## src/shared/spo_params.svh

```systemverilog
`ifndef SPO_PARAMS_SVH
`define SPO_PARAMS_SVH

// ****************************************************************
// Register map
// ****************************************************************
`define SPO_ADDR_W 8
`define SPO_CFG2_ADDR 8'h88
`define SPO_CFG2_RESET 32'h0000_0000

// ****************************************************************
// Field positions inside the configuration word
// ****************************************************************
`define SPO_PARITY_BIT 31
`define SPO_PHASE_MSB 30
`define SPO_PHASE_LSB 29
`define SPO_DIV_MSB 28
`define SPO_DIV_LSB 25
`define SPO_STOPCFG_BIT 24
`define SPO_THR_MSB 23
`define SPO_THR_LSB 21

// ****************************************************************
// Division and threshold encodings
// ****************************************************************
`define SPO_DIV_ZERO_RATIO 4'h3
`define SPO_THR_MV_W 8
`define SPO_THR_CODE0_MV 8'h01
`define SPO_THR_CODE1_MV 8'h02
`define SPO_THR_CODE2_MV 8'h05
`define SPO_THR_CODE3_MV 8'h0a
`define SPO_THR_CODE4_MV 8'h14
`define SPO_THR_CODE5_MV 8'h1e

`endif

```

## src/shared/spo_pkg.sv

```systemverilog
package spo_pkg;

   // ****************************************************************
   // Phase select codes of the pulse output.
   // ****************************************************************
   typedef enum logic [1:0] {
      SPO_PHASE_BOTH = 2'h0,
      SPO_PHASE_CLOSED = 2'h1,
      SPO_PHASE_FIRST_TRY = 2'h2,
      SPO_PHASE_INVALID = 2'h3
   } spo_phase_e;

   // ****************************************************************
   // Output gating state, one-hot.
   // ****************************************************************
   typedef enum logic [2:0] {
      SPO_ST_IDLE = 3'b001,
      SPO_ST_RUN = 3'b010,
      SPO_ST_HALTED = 3'b100
   } spo_state_e;

   typedef logic [31:0] spo_word_t;

endpackage

```

## src/verilog/spo_core.sv

```systemverilog
`timescale 1ns/1ps
`include "spo_params.svh"

module spo_core (
   input wire logic clk_sys, // System clock, 125 MHz.
   input wire logic reset, // Asynchronous reset, active high.
   input wire logic [`SPO_ADDR_W-1:0] reg_addr, // Register byte address.
   input wire logic reg_wr, // Write strobe, one cycle.
   input wire logic [31:0] reg_wdata, // Write data.
   input wire logic reg_rd, // Read strobe, one cycle.
   output spo_pkg::spo_word_t reg_rdata, // Read data, valid the cycle after reg_rd.
   input wire logic comm_evt, // One pulse per electrical commutation.
   input wire logic open_loop_active, // Motor is in open-loop drive.
   input wire logic closed_loop_active, // Motor is in closed-loop drive.
   input wire logic first_try, // Current startup is the first attempt.
   input wire logic motor_driven, // Motor is being driven.
   input wire logic [`SPO_THR_MV_W-1:0] bemf_mv, // Back-EMF magnitude in mV.
   output logic speed_pulse_output, // Speed feedback square wave.
   output logic [1:0] pulse_phase_select, // Live phase select field.
   output logic pulse_stop_active // High while output is halted on back-EMF.
);
   import spo_pkg::*;

   spo_word_t cfg_ff;
   spo_word_t rdata_ff;
   spo_word_t nxt_rdata;
   spo_state_e state_ff;
   spo_state_e nxt_state;
   logic out_ff;
   logic nxt_out;

   // ****************************************************************
   // Field decoding
   // ****************************************************************

   // Maps a threshold code to millivolts; unused codes fall back to the largest.
   function automatic logic [`SPO_THR_MV_W-1:0] thr_mv(input logic [2:0] code);
      logic [`SPO_THR_MV_W-1:0] mv;
      mv = `SPO_THR_CODE5_MV;
      unique case (code)
         3'h0: mv = `SPO_THR_CODE0_MV;
         3'h1: mv = `SPO_THR_CODE1_MV;
         3'h2: mv = `SPO_THR_CODE2_MV;
         3'h3: mv = `SPO_THR_CODE3_MV;
         3'h4: mv = `SPO_THR_CODE4_MV;
         3'h5: mv = `SPO_THR_CODE5_MV;
         3'h6: mv = `SPO_THR_CODE5_MV;
         3'h7: mv = `SPO_THR_CODE5_MV;
      endcase
      return mv;
   endfunction

   wire spo_phase_e phase_sel;
   wire logic [3:0] div_code;
   wire logic [3:0] div_ratio;
   wire logic stop_cfg;
   wire logic [2:0] thr_code;
   wire logic [`SPO_THR_MV_W-1:0] thr_value;

   assign phase_sel = spo_phase_e'(cfg_ff[`SPO_PHASE_MSB:`SPO_PHASE_LSB]);
   assign div_code = cfg_ff[`SPO_DIV_MSB:`SPO_DIV_LSB];
   assign stop_cfg = cfg_ff[`SPO_STOPCFG_BIT];
   assign thr_code = cfg_ff[`SPO_THR_MSB:`SPO_THR_LSB];
   assign thr_value = thr_mv(thr_code);

   // Code zero divides by three, every other code by its own value.
   assign div_ratio = (div_code == 4'h0) ? `SPO_DIV_ZERO_RATIO : div_code;

   // ****************************************************************
   // Register access
   // ****************************************************************

   wire logic cfg_hit;
   assign cfg_hit = (reg_addr == `SPO_CFG2_ADDR);

   // Unmapped addresses read as zero rather than aliasing the word.
   assign nxt_rdata = (reg_rd && cfg_hit) ? cfg_ff : 32'h0000_0000;

   // The whole word is stored, parity and the unused fields included, so
   // software reads back exactly what it wrote.
   always_ff @(posedge clk_sys or posedge reset) begin
      if (reset) begin
         cfg_ff <= `SPO_CFG2_RESET;
      end else if (reg_wr && cfg_hit) begin
         cfg_ff <= reg_wdata;
      end
   end

   always_ff @(posedge clk_sys or posedge reset) begin
      if (reset) begin
         rdata_ff <= 32'h0000_0000;
      end else if (reg_rd) begin
         rdata_ff <= nxt_rdata;
      end
   end

   // ****************************************************************
   // Phase gating
   // ****************************************************************

   // Open-loop pulses are allowed per phase code; an invalid code blocks all.
   wire logic open_ok;
   wire logic closed_ok;
   wire logic phase_ok;

   assign open_ok = (phase_sel == SPO_PHASE_BOTH)
      || ((phase_sel == SPO_PHASE_FIRST_TRY) && first_try);
   assign closed_ok = (phase_sel != SPO_PHASE_INVALID);
   assign phase_ok = (open_loop_active && open_ok) || (closed_loop_active && closed_ok);

   // ****************************************************************
   // Stop control
   // ****************************************************************

   // With stop bit clear, a drop below threshold halts the output until the
   // motor stops being driven or the stop bit is set; this avoids chatter near the threshold.
   wire logic below_thr;
   assign below_thr = (bemf_mv < thr_value);

   always_comb begin
      nxt_state = state_ff;
      unique case (state_ff)
         SPO_ST_IDLE: begin
            if (motor_driven) begin
               nxt_state = SPO_ST_RUN;
            end
         end
         SPO_ST_RUN: begin
            if (!motor_driven) begin
               nxt_state = SPO_ST_IDLE;
            end else if (!stop_cfg && below_thr) begin
               nxt_state = SPO_ST_HALTED;
            end
         end
         SPO_ST_HALTED: begin
            if (!motor_driven || stop_cfg) begin
               nxt_state = motor_driven ? SPO_ST_RUN : SPO_ST_IDLE;
            end
         end
         default: begin
            nxt_state = SPO_ST_IDLE;
         end
      endcase
   end

   always_ff @(posedge clk_sys or posedge reset) begin
      if (reset) begin
         state_ff <= SPO_ST_IDLE;
      end else begin
         state_ff <= nxt_state;
      end
   end

   // ****************************************************************
   // Pulse generation
   // ****************************************************************

   wire logic emit_ok;
   wire logic div_tick;

   assign emit_ok = (state_ff == SPO_ST_RUN) && phase_ok;

   // The divider restarts whenever emission is blocked, so the first output
   // edge after a resume always spans a full divided period.
   spo_divider #(
      .DIV_W(4)
   ) u_div (
      .clk_sys(clk_sys),
      .reset(reset),
      .clear(!emit_ok),
      .evt(comm_evt),
      .ratio(div_ratio),
      .tick(div_tick)
   );

   // The output toggles once per divided group and rests low when blocked.
   assign nxt_out = !emit_ok ? 1'b0 : (div_tick ? !out_ff : out_ff);

   always_ff @(posedge clk_sys or posedge reset) begin
      if (reset) begin
         out_ff <= 1'b0;
      end else begin
         out_ff <= nxt_out;
      end
   end

   assign speed_pulse_output = out_ff;
   assign reg_rdata = rdata_ff;
   assign pulse_phase_select = cfg_ff[`SPO_PHASE_MSB:`SPO_PHASE_LSB];
   assign pulse_stop_active = (state_ff == SPO_ST_HALTED);

endmodule

```

## src/verilog/spo_divider.sv

```systemverilog
`timescale 1ns/1ps

// Divides a stream of one-cycle events by a programmable ratio.
module spo_divider #(
   parameter int DIV_W = 4
) (
   input wire logic clk_sys, // System clock.
   input wire logic reset, // Asynchronous reset, active high.
   input wire logic clear, // Restarts the count.
   input wire logic evt, // One-cycle input event.
   input wire logic [DIV_W-1:0] ratio, // Division ratio, never zero.
   output logic tick // One-cycle pulse per ratio events.
);

   logic [DIV_W-1:0] count_ff;
   logic [DIV_W-1:0] nxt_count;
   logic tick_ff;
   logic nxt_tick;
   wire logic last_evt;

   // ****************************************************************
   // Counting
   // ****************************************************************

   // The last event of a group restarts the count and fires the tick.
   assign last_evt = evt && (count_ff >= ratio - DIV_W'(1));
   assign nxt_count = clear ? '0 : (last_evt ? '0 : (evt ? count_ff + DIV_W'(1) : count_ff));
   assign nxt_tick = !clear && last_evt;

   // Registered so that the tick is a clean flip-flop output.
   always_ff @(posedge clk_sys or posedge reset) begin
      if (reset) begin
         count_ff <= '0;
         tick_ff <= 1'b0;
      end else begin
         count_ff <= nxt_count;
         tick_ff <= nxt_tick;
      end
   end

   assign tick = tick_ff;

endmodule

```

## config.mk

```make
export PLATFORM = sky130hd
export DESIGN_NAME = spo_core
export DESIGN_NICKNAME = d
export VERILOG_FILES = /design/src/shared/spo_pkg.sv /design/src/verilog/spo_core.sv /design/src/verilog/spo_divider.sv
export VERILOG_INCLUDE_DIRS = /design/src /design/src/shared
export SDC_FILE = /design/constraint.sdc
export NUM_CORES = 1
export LEC_CHECK = 0
export BUFFER_PORTS_ARGS = -buffer_cell sky130_fd_sc_hd__buf_2
export CAP_MARGIN = 15
export CORE_ASPECT_RATIO = 1.4
export CORE_MARGIN = 2
export CORE_UTILIZATION = 45
export CTS_CLUSTER_DIAMETER = 150
export DETAILED_ROUTE_END_ITERATION = 10
export PLACE_DENSITY = 0.71
export SETUP_SLACK_MARGIN = 0.3
export SLEW_MARGIN = 20
export SYNTH_ARGS = -nofsm -noshare
export SYNTH_HDL_FRONTEND = slang
export SYNTH_SLANG_ARGS = --single-unit
```

## constraint.sdc

```tcl
create_clock -name clk_sys -period 6.75 [get_ports clk_sys]
set_clock_uncertainty 0.2 [all_clocks]
set_input_delay 0.675 -clock clk_sys [delete_from_list [all_inputs] [get_ports clk_sys]]
set_output_delay 0.675 -clock clk_sys [all_outputs]
set_load 0.01 [all_outputs]
```

==> flow_metrics.tcl, run 1 <==
set metrics [dict create \
    grt_pass1_wl_um 10300 \
    clock-sinks 73 \
    period_minus_slack_ns 2.65 \
    yosys.cell_types.count 44 \
    clock_latency_ns 0.35 \
    die_w_um 75.7 \
    antenna_found_initial 0 \
    tightest_slew_ns 1.09 \
    final_max_slew_viol_count 0 \
    syn_area_sq_um 3240 \
    hold_class "reg2reg" \
    fmax_mhz 377 \
    fin_util_pct 56.6 \
    path_max_fanout 6 \
    vdd_drop_max_v 0.000162 \
    cts_hold_buf 0 \
    slowest_stage "dfrtp_1" \
    viasPerCell 5.24 \
    cp-start-kind "flop" \
    initial_core_util_pct 46.4 \
    powerDensity_nw_per_um2 224 \
    multi_input_area_sq_um 1280 \
    drive_gt1_share_pct 44.7 \
    reg2regPathDepth 10 \
    htreeDepth 3 \
    clkTransAtPathRegs_ns 0.08 \
    critPathCaptureType "flop" \
    synth_edf_count 0 \
    drc 0 \
    fin_total_pwr_mw 0.884 \
    wl_per_cell_um 15.0 \
    setup_viol 0 \
    fin_ws_ns 4.10 \
    final_cell_mix "92 x buf_2, 72 x dfrtp_1, 31 x a22o_1" \
    status "completed" \
    slew-limit-headroom_pct 27.2 \
    hp-start "cfg_ff[9]$_DFFE_PP0P_" \
    grtUsageTotal_pct 17.1 \
    arrival_ns 2.72 \
    max_stage_delay_ns 0.41 \
    p_leak_nw 2.15 \
    final_nets 393 \
    avgSynthCellArea_sq_um 13.9 \
    holdPathStages 1 \
    layout.cells.most_common "buf_2" \
    cp.required_ns 6.82 \
    numCtsBuffers 9 \
    r2r_slack_ns 4.10 \
    setup_tns_ns 0 \
    cts_resized 0 \
    min_to "reg_rdata[9]$_DFFE_PP0P_" \
    critical-path-top-delay-family "compound AO/OA/AOI/OAI gates" \
    grt_pass1_vias 2265 \
    wirelength_um 6390 \
    synth_fp_nets 300 \
    synth_cells 233 \
    first_pass_iters 4 \
    async_reset_ff_share_pct 100 \
    gp_congestion 0.847 \
    rows 36 \
    rsz0062_at_grt "false" \
    io_pins 93 \
    area_growth_pct 22.0 \
    n_fill_cell 592 \
    worst-setup-path-type "reg2reg" \
    critPathBufInv 1 \
    grt_max_degree 74 \
    register_area_sq_um 1830 \
    io_buffers 92 \
    cts_root_buffer "clkbuf_8" \
    finalHoldViolCount 0 \
    drt_iter0_drc 88 \
    postCtsSetupBuffers 0 \
    grt-ovfl-total 0 \
    via_count 2232 \
    ys_seq_area_share_pct 56.5 \
    synth_flop_cell "dfrtp_1" \
    core_sq_um 6980 \
    ys_warn_count 0 \
    max-cap-violations 0 \
    diodes 0 \
    path_cells "inv_1, ha_1, a21oi_1, nor3b_1, nor2_1, ha_1, o21a_1, a21oi_1, o2111ai_1, a31oi_1" \
    hpwl_um 4330 \
    cts_tree "yes" \
    timing.rr.start "cfg_ff[25]$_DFFE_PP0P_" \
    postRouteAntennaNets 0 \
    finalCritPeriodShare_pct 39.3 \
    die_y_um 104 \
    cts_buffer_depth 2 \
    synth_seq_cells 73 \
    die_area_sq_um 7900 \
    dpl_worst_slack_ns 3.92 \
    r2r-end "u_div.count_ff[3]$_DFFE_PP0P_" \
]
## synthesized netlist by cell type (3+ instances only)
cell / instances / area, sq um
dfrtp_1: 72 / 1800
a22o_1: 31 / 272
mux2_4: 30 / 450
inv_1: 12 / 45.0
ha_1: 10 / 125
a21oi_1: 6 / 30.0
nand2_1: 6 / 22.5
nor2_1: 6 / 22.5
buf_4: 5 / 37.5
o2111ai_1: 5 / 43.8
o21ai_0: 4 / 20.0
buf_6: 3 / 33.8
clkbuf_1: 3 / 11.3
nor3_1: 3 / 15.0
## registers in the layout, indices dropped and copies added (netlist names)
register            cells
cfg_ff                 32
reg_rdata              32
speed_pulse_output      1
state_ff                3
u_div.count_ff          4
u_div.tick              1
## routing by layer
metal | up-vias | wire length (um) | GRT usage (%)
met5 | - | 0 | 0
met4 | 0 | 133 | 7.89
met3 | 10 | 444 | 5.52
met2 | 78 | 3040 | 26.2
met1 | 1100 | 2770 | 21.6
li1 | 1044 | - | -
## cell families (layout without fill, tap and decap cells)
| family | Yosys count | count (layout) | synth area share, % |
|---|---|---|---|
| compound gates | 59 | 59 | 14.5 |
| xor+xnor | 3 | 3 | 0.812 |
| fa+ha+maj | 10 | 10 | 3.87 |
| buf+inv | 24 | 122 | 4.10 |
| flops | 73 | 73 | 56.5 |
| mux | 33 | 33 | 14.9 |
| simple gates | 31 | 31 | 5.37 |
## area by class of cell
type                    instances  area share, %
flip-flops and latches         73           46.3
multi-input cells             136           32.3
repair buffers                 94           12.0
clock buffers                  10           3.49
well taps                      95           3.01
clock inverters                 6           1.71
inverters                      12           1.14
## worst max-delay path by stage
stage | start | endpoint | slack [ns] | cells after the start
after floorplan | reset | cfg_ff[0]$_DFFE_PP0P_ | 4.02 | 1
after global placement | reg_addr[5] | cfg_ff[22]$_DFFE_PP0P_ | 4.00 | 5
after detailed placement | reg_addr[5] | cfg_ff[13]$_DFFE_PP0P_ | 3.92 | 5
after CTS | cfg_ff[25]$_DFFE_PP0P_ | u_div.count_ff[3]$_DFFE_PP0P_ | 4.09 | 10
after global routing | cfg_ff[26]$_DFFE_PP0P_ | u_div.count_ff[0]$_DFFE_PP0P_ | 3.92 | 10
final | cfg_ff[25]$_DFFE_PP0P_ | u_div.count_ff[3]$_DFFE_PP0P_ | 4.10 | 10
## worst register-to-register path, stage by stage, from the launching register on
cell       delay [ns]
dfrtp_1          0.41
inv_1            0.06
ha_1             0.19
a21oi_1          0.17
nor3b_1          0.33
nor2_1           0.10
ha_1             0.27
o21a_1           0.10
a21oi_1          0.39
o2111ai_1        0.16
a31oi_1          0.17
## where the power goes
part	leakage, nW	switching (mW)	internal (mW)	total (mW)
Sequential	1.01	0.0120	0.450	0.462
Combinational	1.04	0.0346	0.0383	0.0730
Clock	0.0985	0.168	0.181	0.350
## stage by stage
| step | hold slack (ns) | instances | cell area (sq um) |
|---|---|---|---|
| after floorplan | 0.263 | 233 | 3240 |
| after global placement | 0.280 | 410 | 3740 |
| after detailed placement | 0.283 | 410 | 3740 |
| after CTS | 0.297 | 426 | 3950 |
| after global routing | 0.316 | 426 | 3950 |
| final | 0.296 | 426 | 3950 |
No activity file was read; power rests on OpenSTA's default activity.
==> inputs of run 2 (changes only) <==
clock period = 2.5 ns   (was 6.75 ns; I/O delays follow)
==> run 2 against run 1 <==
Count of clock-buffer cells in the layout stayed put. Routed wire length is 14% higher. Combinational power grew to 3.7 times the previous value. Worst hold slack worse by 0.29 ns. Sequential cell count stayed put. Critical path depth is 3 lower. Cell count is 9.4% higher. Cell area is 11% higher. Setup slack worse by 3.8 ns. Global-route usage is 3.4 points higher. Critical path type unchanged. Highest routed layer unchanged.
==> flow_metrics.tcl, run 2 (synthesized netlist as in run 1, its figures left out) <==
set metrics [dict create \
    cts_root_buffer "clkbuf_8" \
    final_cell_mix "92 x buf_2, 71 x dfrtp_1, 34 x dlygate4sd3_1" \
    clock_latency_ns 0.35 \
    slew-limit-headroom_pct 61.4 \
    diodes 0 \
    startpoint "cfg_ff[27]$_DFFE_PP0P_" \
    gp_congestion 0.758 \
    rows 36 \
    die_y_um 104 \
    tightest_slew_ns 0.578 \
    status "completed" \
    cts_tree "yes" \
    numCtsBuffers 9 \
    finalCritPeriodShare_pct 88.4 \
    first_pass_iters 4 \
    cts_buffer_depth 2 \
    cp-start-kind "flop" \
    hp-start "comm_evt" \
    fmax_mhz 452 \
    powerDensity_nw_per_um2 554 \
    layout.cells.most_common "buf_2" \
    max_stage_delay_ns 0.45 \
    viasPerCell 5.12 \
    io_buffers 92 \
    arrival_ns 2.28 \
    die_area_sq_um 7900 \
    setup_tns_ns 0 \
    period_minus_slack_ns 2.21 \
    vdd_drop_max_v 0.000394 \
    grt_pass1_wl_um 12200 \
    setup_viol 0 \
    n_fill_cell 533 \
    worst-setup-path-type "reg2reg" \
    rsz0062_at_grt "true" \
    die_w_um 75.7 \
    drt_iter0_drc 191 \
    hold_class "in2reg" \
    final_nets 433 \
    antenna_found_initial 0 \
    p_leak_nw 2.31 \
    via_count 2387 \
    path_depth 7 \
    holdPathStages 3 \
    clock-sinks 73 \
    grt_max_degree 49 \
    grt-ovfl-total 0 \
    critical-path-top-delay-family "compound AO/OA/AOI/OAI gates" \
    finalHoldViolCount 0 \
    grt_pass1_vias 2568 \
    reg2regPathDepth 7 \
    clkTransAtPathRegs_ns 0.08 \
    initial_core_util_pct 46.4 \
    wl_per_cell_um 15.6 \
    grtUsageTotal_pct 20.5 \
    slowest_stage "dfrtp_2" \
    critPathBufInv 0 \
    hpwl_um 4680 \
    final_max_slew_viol_count 0 \
    path_cells "nor2_1, a21oi_2, ha_1, or3b_4, a21oi_4, o2111ai_1, a31oi_1" \
    path_max_fanout 6 \
    critPathCaptureType "flop" \
    fin_util_pct 62.8 \
    core_sq_um 6980 \
    area_growth_pct 35.4 \
    htreeDepth 3 \
    drive_gt1_share_pct 43.1 \
    max-cap-violations 0 \
    postRouteAntennaNets 0 \
    io_pins 93 \
    drc 0 \
    timing.rr.start "cfg_ff[27]$_DFFE_PP0P_" \
    wirelength_um 7290 \
    cp.required_ns 2.57 \
]
==> run 2: cell count changes in the layout (fill, tap and decap cells not counted), moves of 2 or more <==
cell           change
clkinvlp_4         +3
a21oi_1            -3
buf_4              +5
dlygate4sd3_1     +34
a21oi_2            +2
==> run 2: final cells by class <==
class                      count  area (sq um)  share of cell area [%]
clock inverter                 6          68.8                    1.57
inverter                      12          48.8                    1.11
timing repair buffer         134           873                    19.9
sequential                    73          1830                    41.7
tap                           95           119                    2.71
clock buffer                  10           128                    2.91
multi-input combinational    136          1320                    30.1
==> run 2: where the power goes <==
group          internal [mW]  switching (mW)  total (mW)
clock network          0.462           0.455       0.917
logic                  0.155           0.113       0.268
registers               1.21          0.0311        1.24
==> run 2: per-stage QoR <==
step           std cells  cell area [sq um]  power, mW  setup WS (ns)  hold WS, ns
2_1_floorplan        233               3250       1.39          0.292        0.127
3_3_place_gp         414               3800       1.47          0.180        0.140
3_5_place_dp         414               3800       1.48          0.133        0.139
4_1_cts              466               4370       2.44          0.302       0.0171
5_1_grt              466               4380       2.53          0.178       0.0163
6_report             466               4380       2.43          0.290      0.00340
==> run 2: routing by layer <==
layer	share of wire (%)	wire, um	vias up	track usage, %
li1	-	-	1122	-
met2	52	3770	56	33.5
met1	41	3010	1197	25.3
met5	0	0	-	0
met3	4.8	352	12	5.23
met4	2.1	156	0	8.27
==> run 2: path summary, 6_finish.rpt <==
| check | to | slack, ns |
|---|---|---|
| worst max-delay path | u_div.count_ff[3]$_DFFE_PP0P_ | 0.29 |
| worst min-delay path | u_div.count_ff[0]$_DFFE_PP0P_ | 0.003 |
| worst max register to register | u_div.count_ff[3]$_DFFE_PP0P_ | 0.29 |
| worst min register to register | reg_rdata[7]$_DFFE_PP0P_ | 0.30 |
| max in group asynchronous | cfg_ff[27]$_DFFE_PP0P_ | 1.14 |
| min in group asynchronous | reg_rdata[17]$_DFFE_PP0P_ | 0.34 |
==> run 2: repair_timing <==
item	4_1_cts	5_1_grt
resized for setup	4	4
setup endpoints to repair	5	5
pin swaps	1	3
hold buffers	34	0
buffers inserted	2	0
endpoints found under the hold margin	57	0
==> run 2: tightest hold or removal path, cell delays in order <==
cell       delay, ns
buf_2           0.13
o2111ai_2       0.09
a21oi_2         0.05
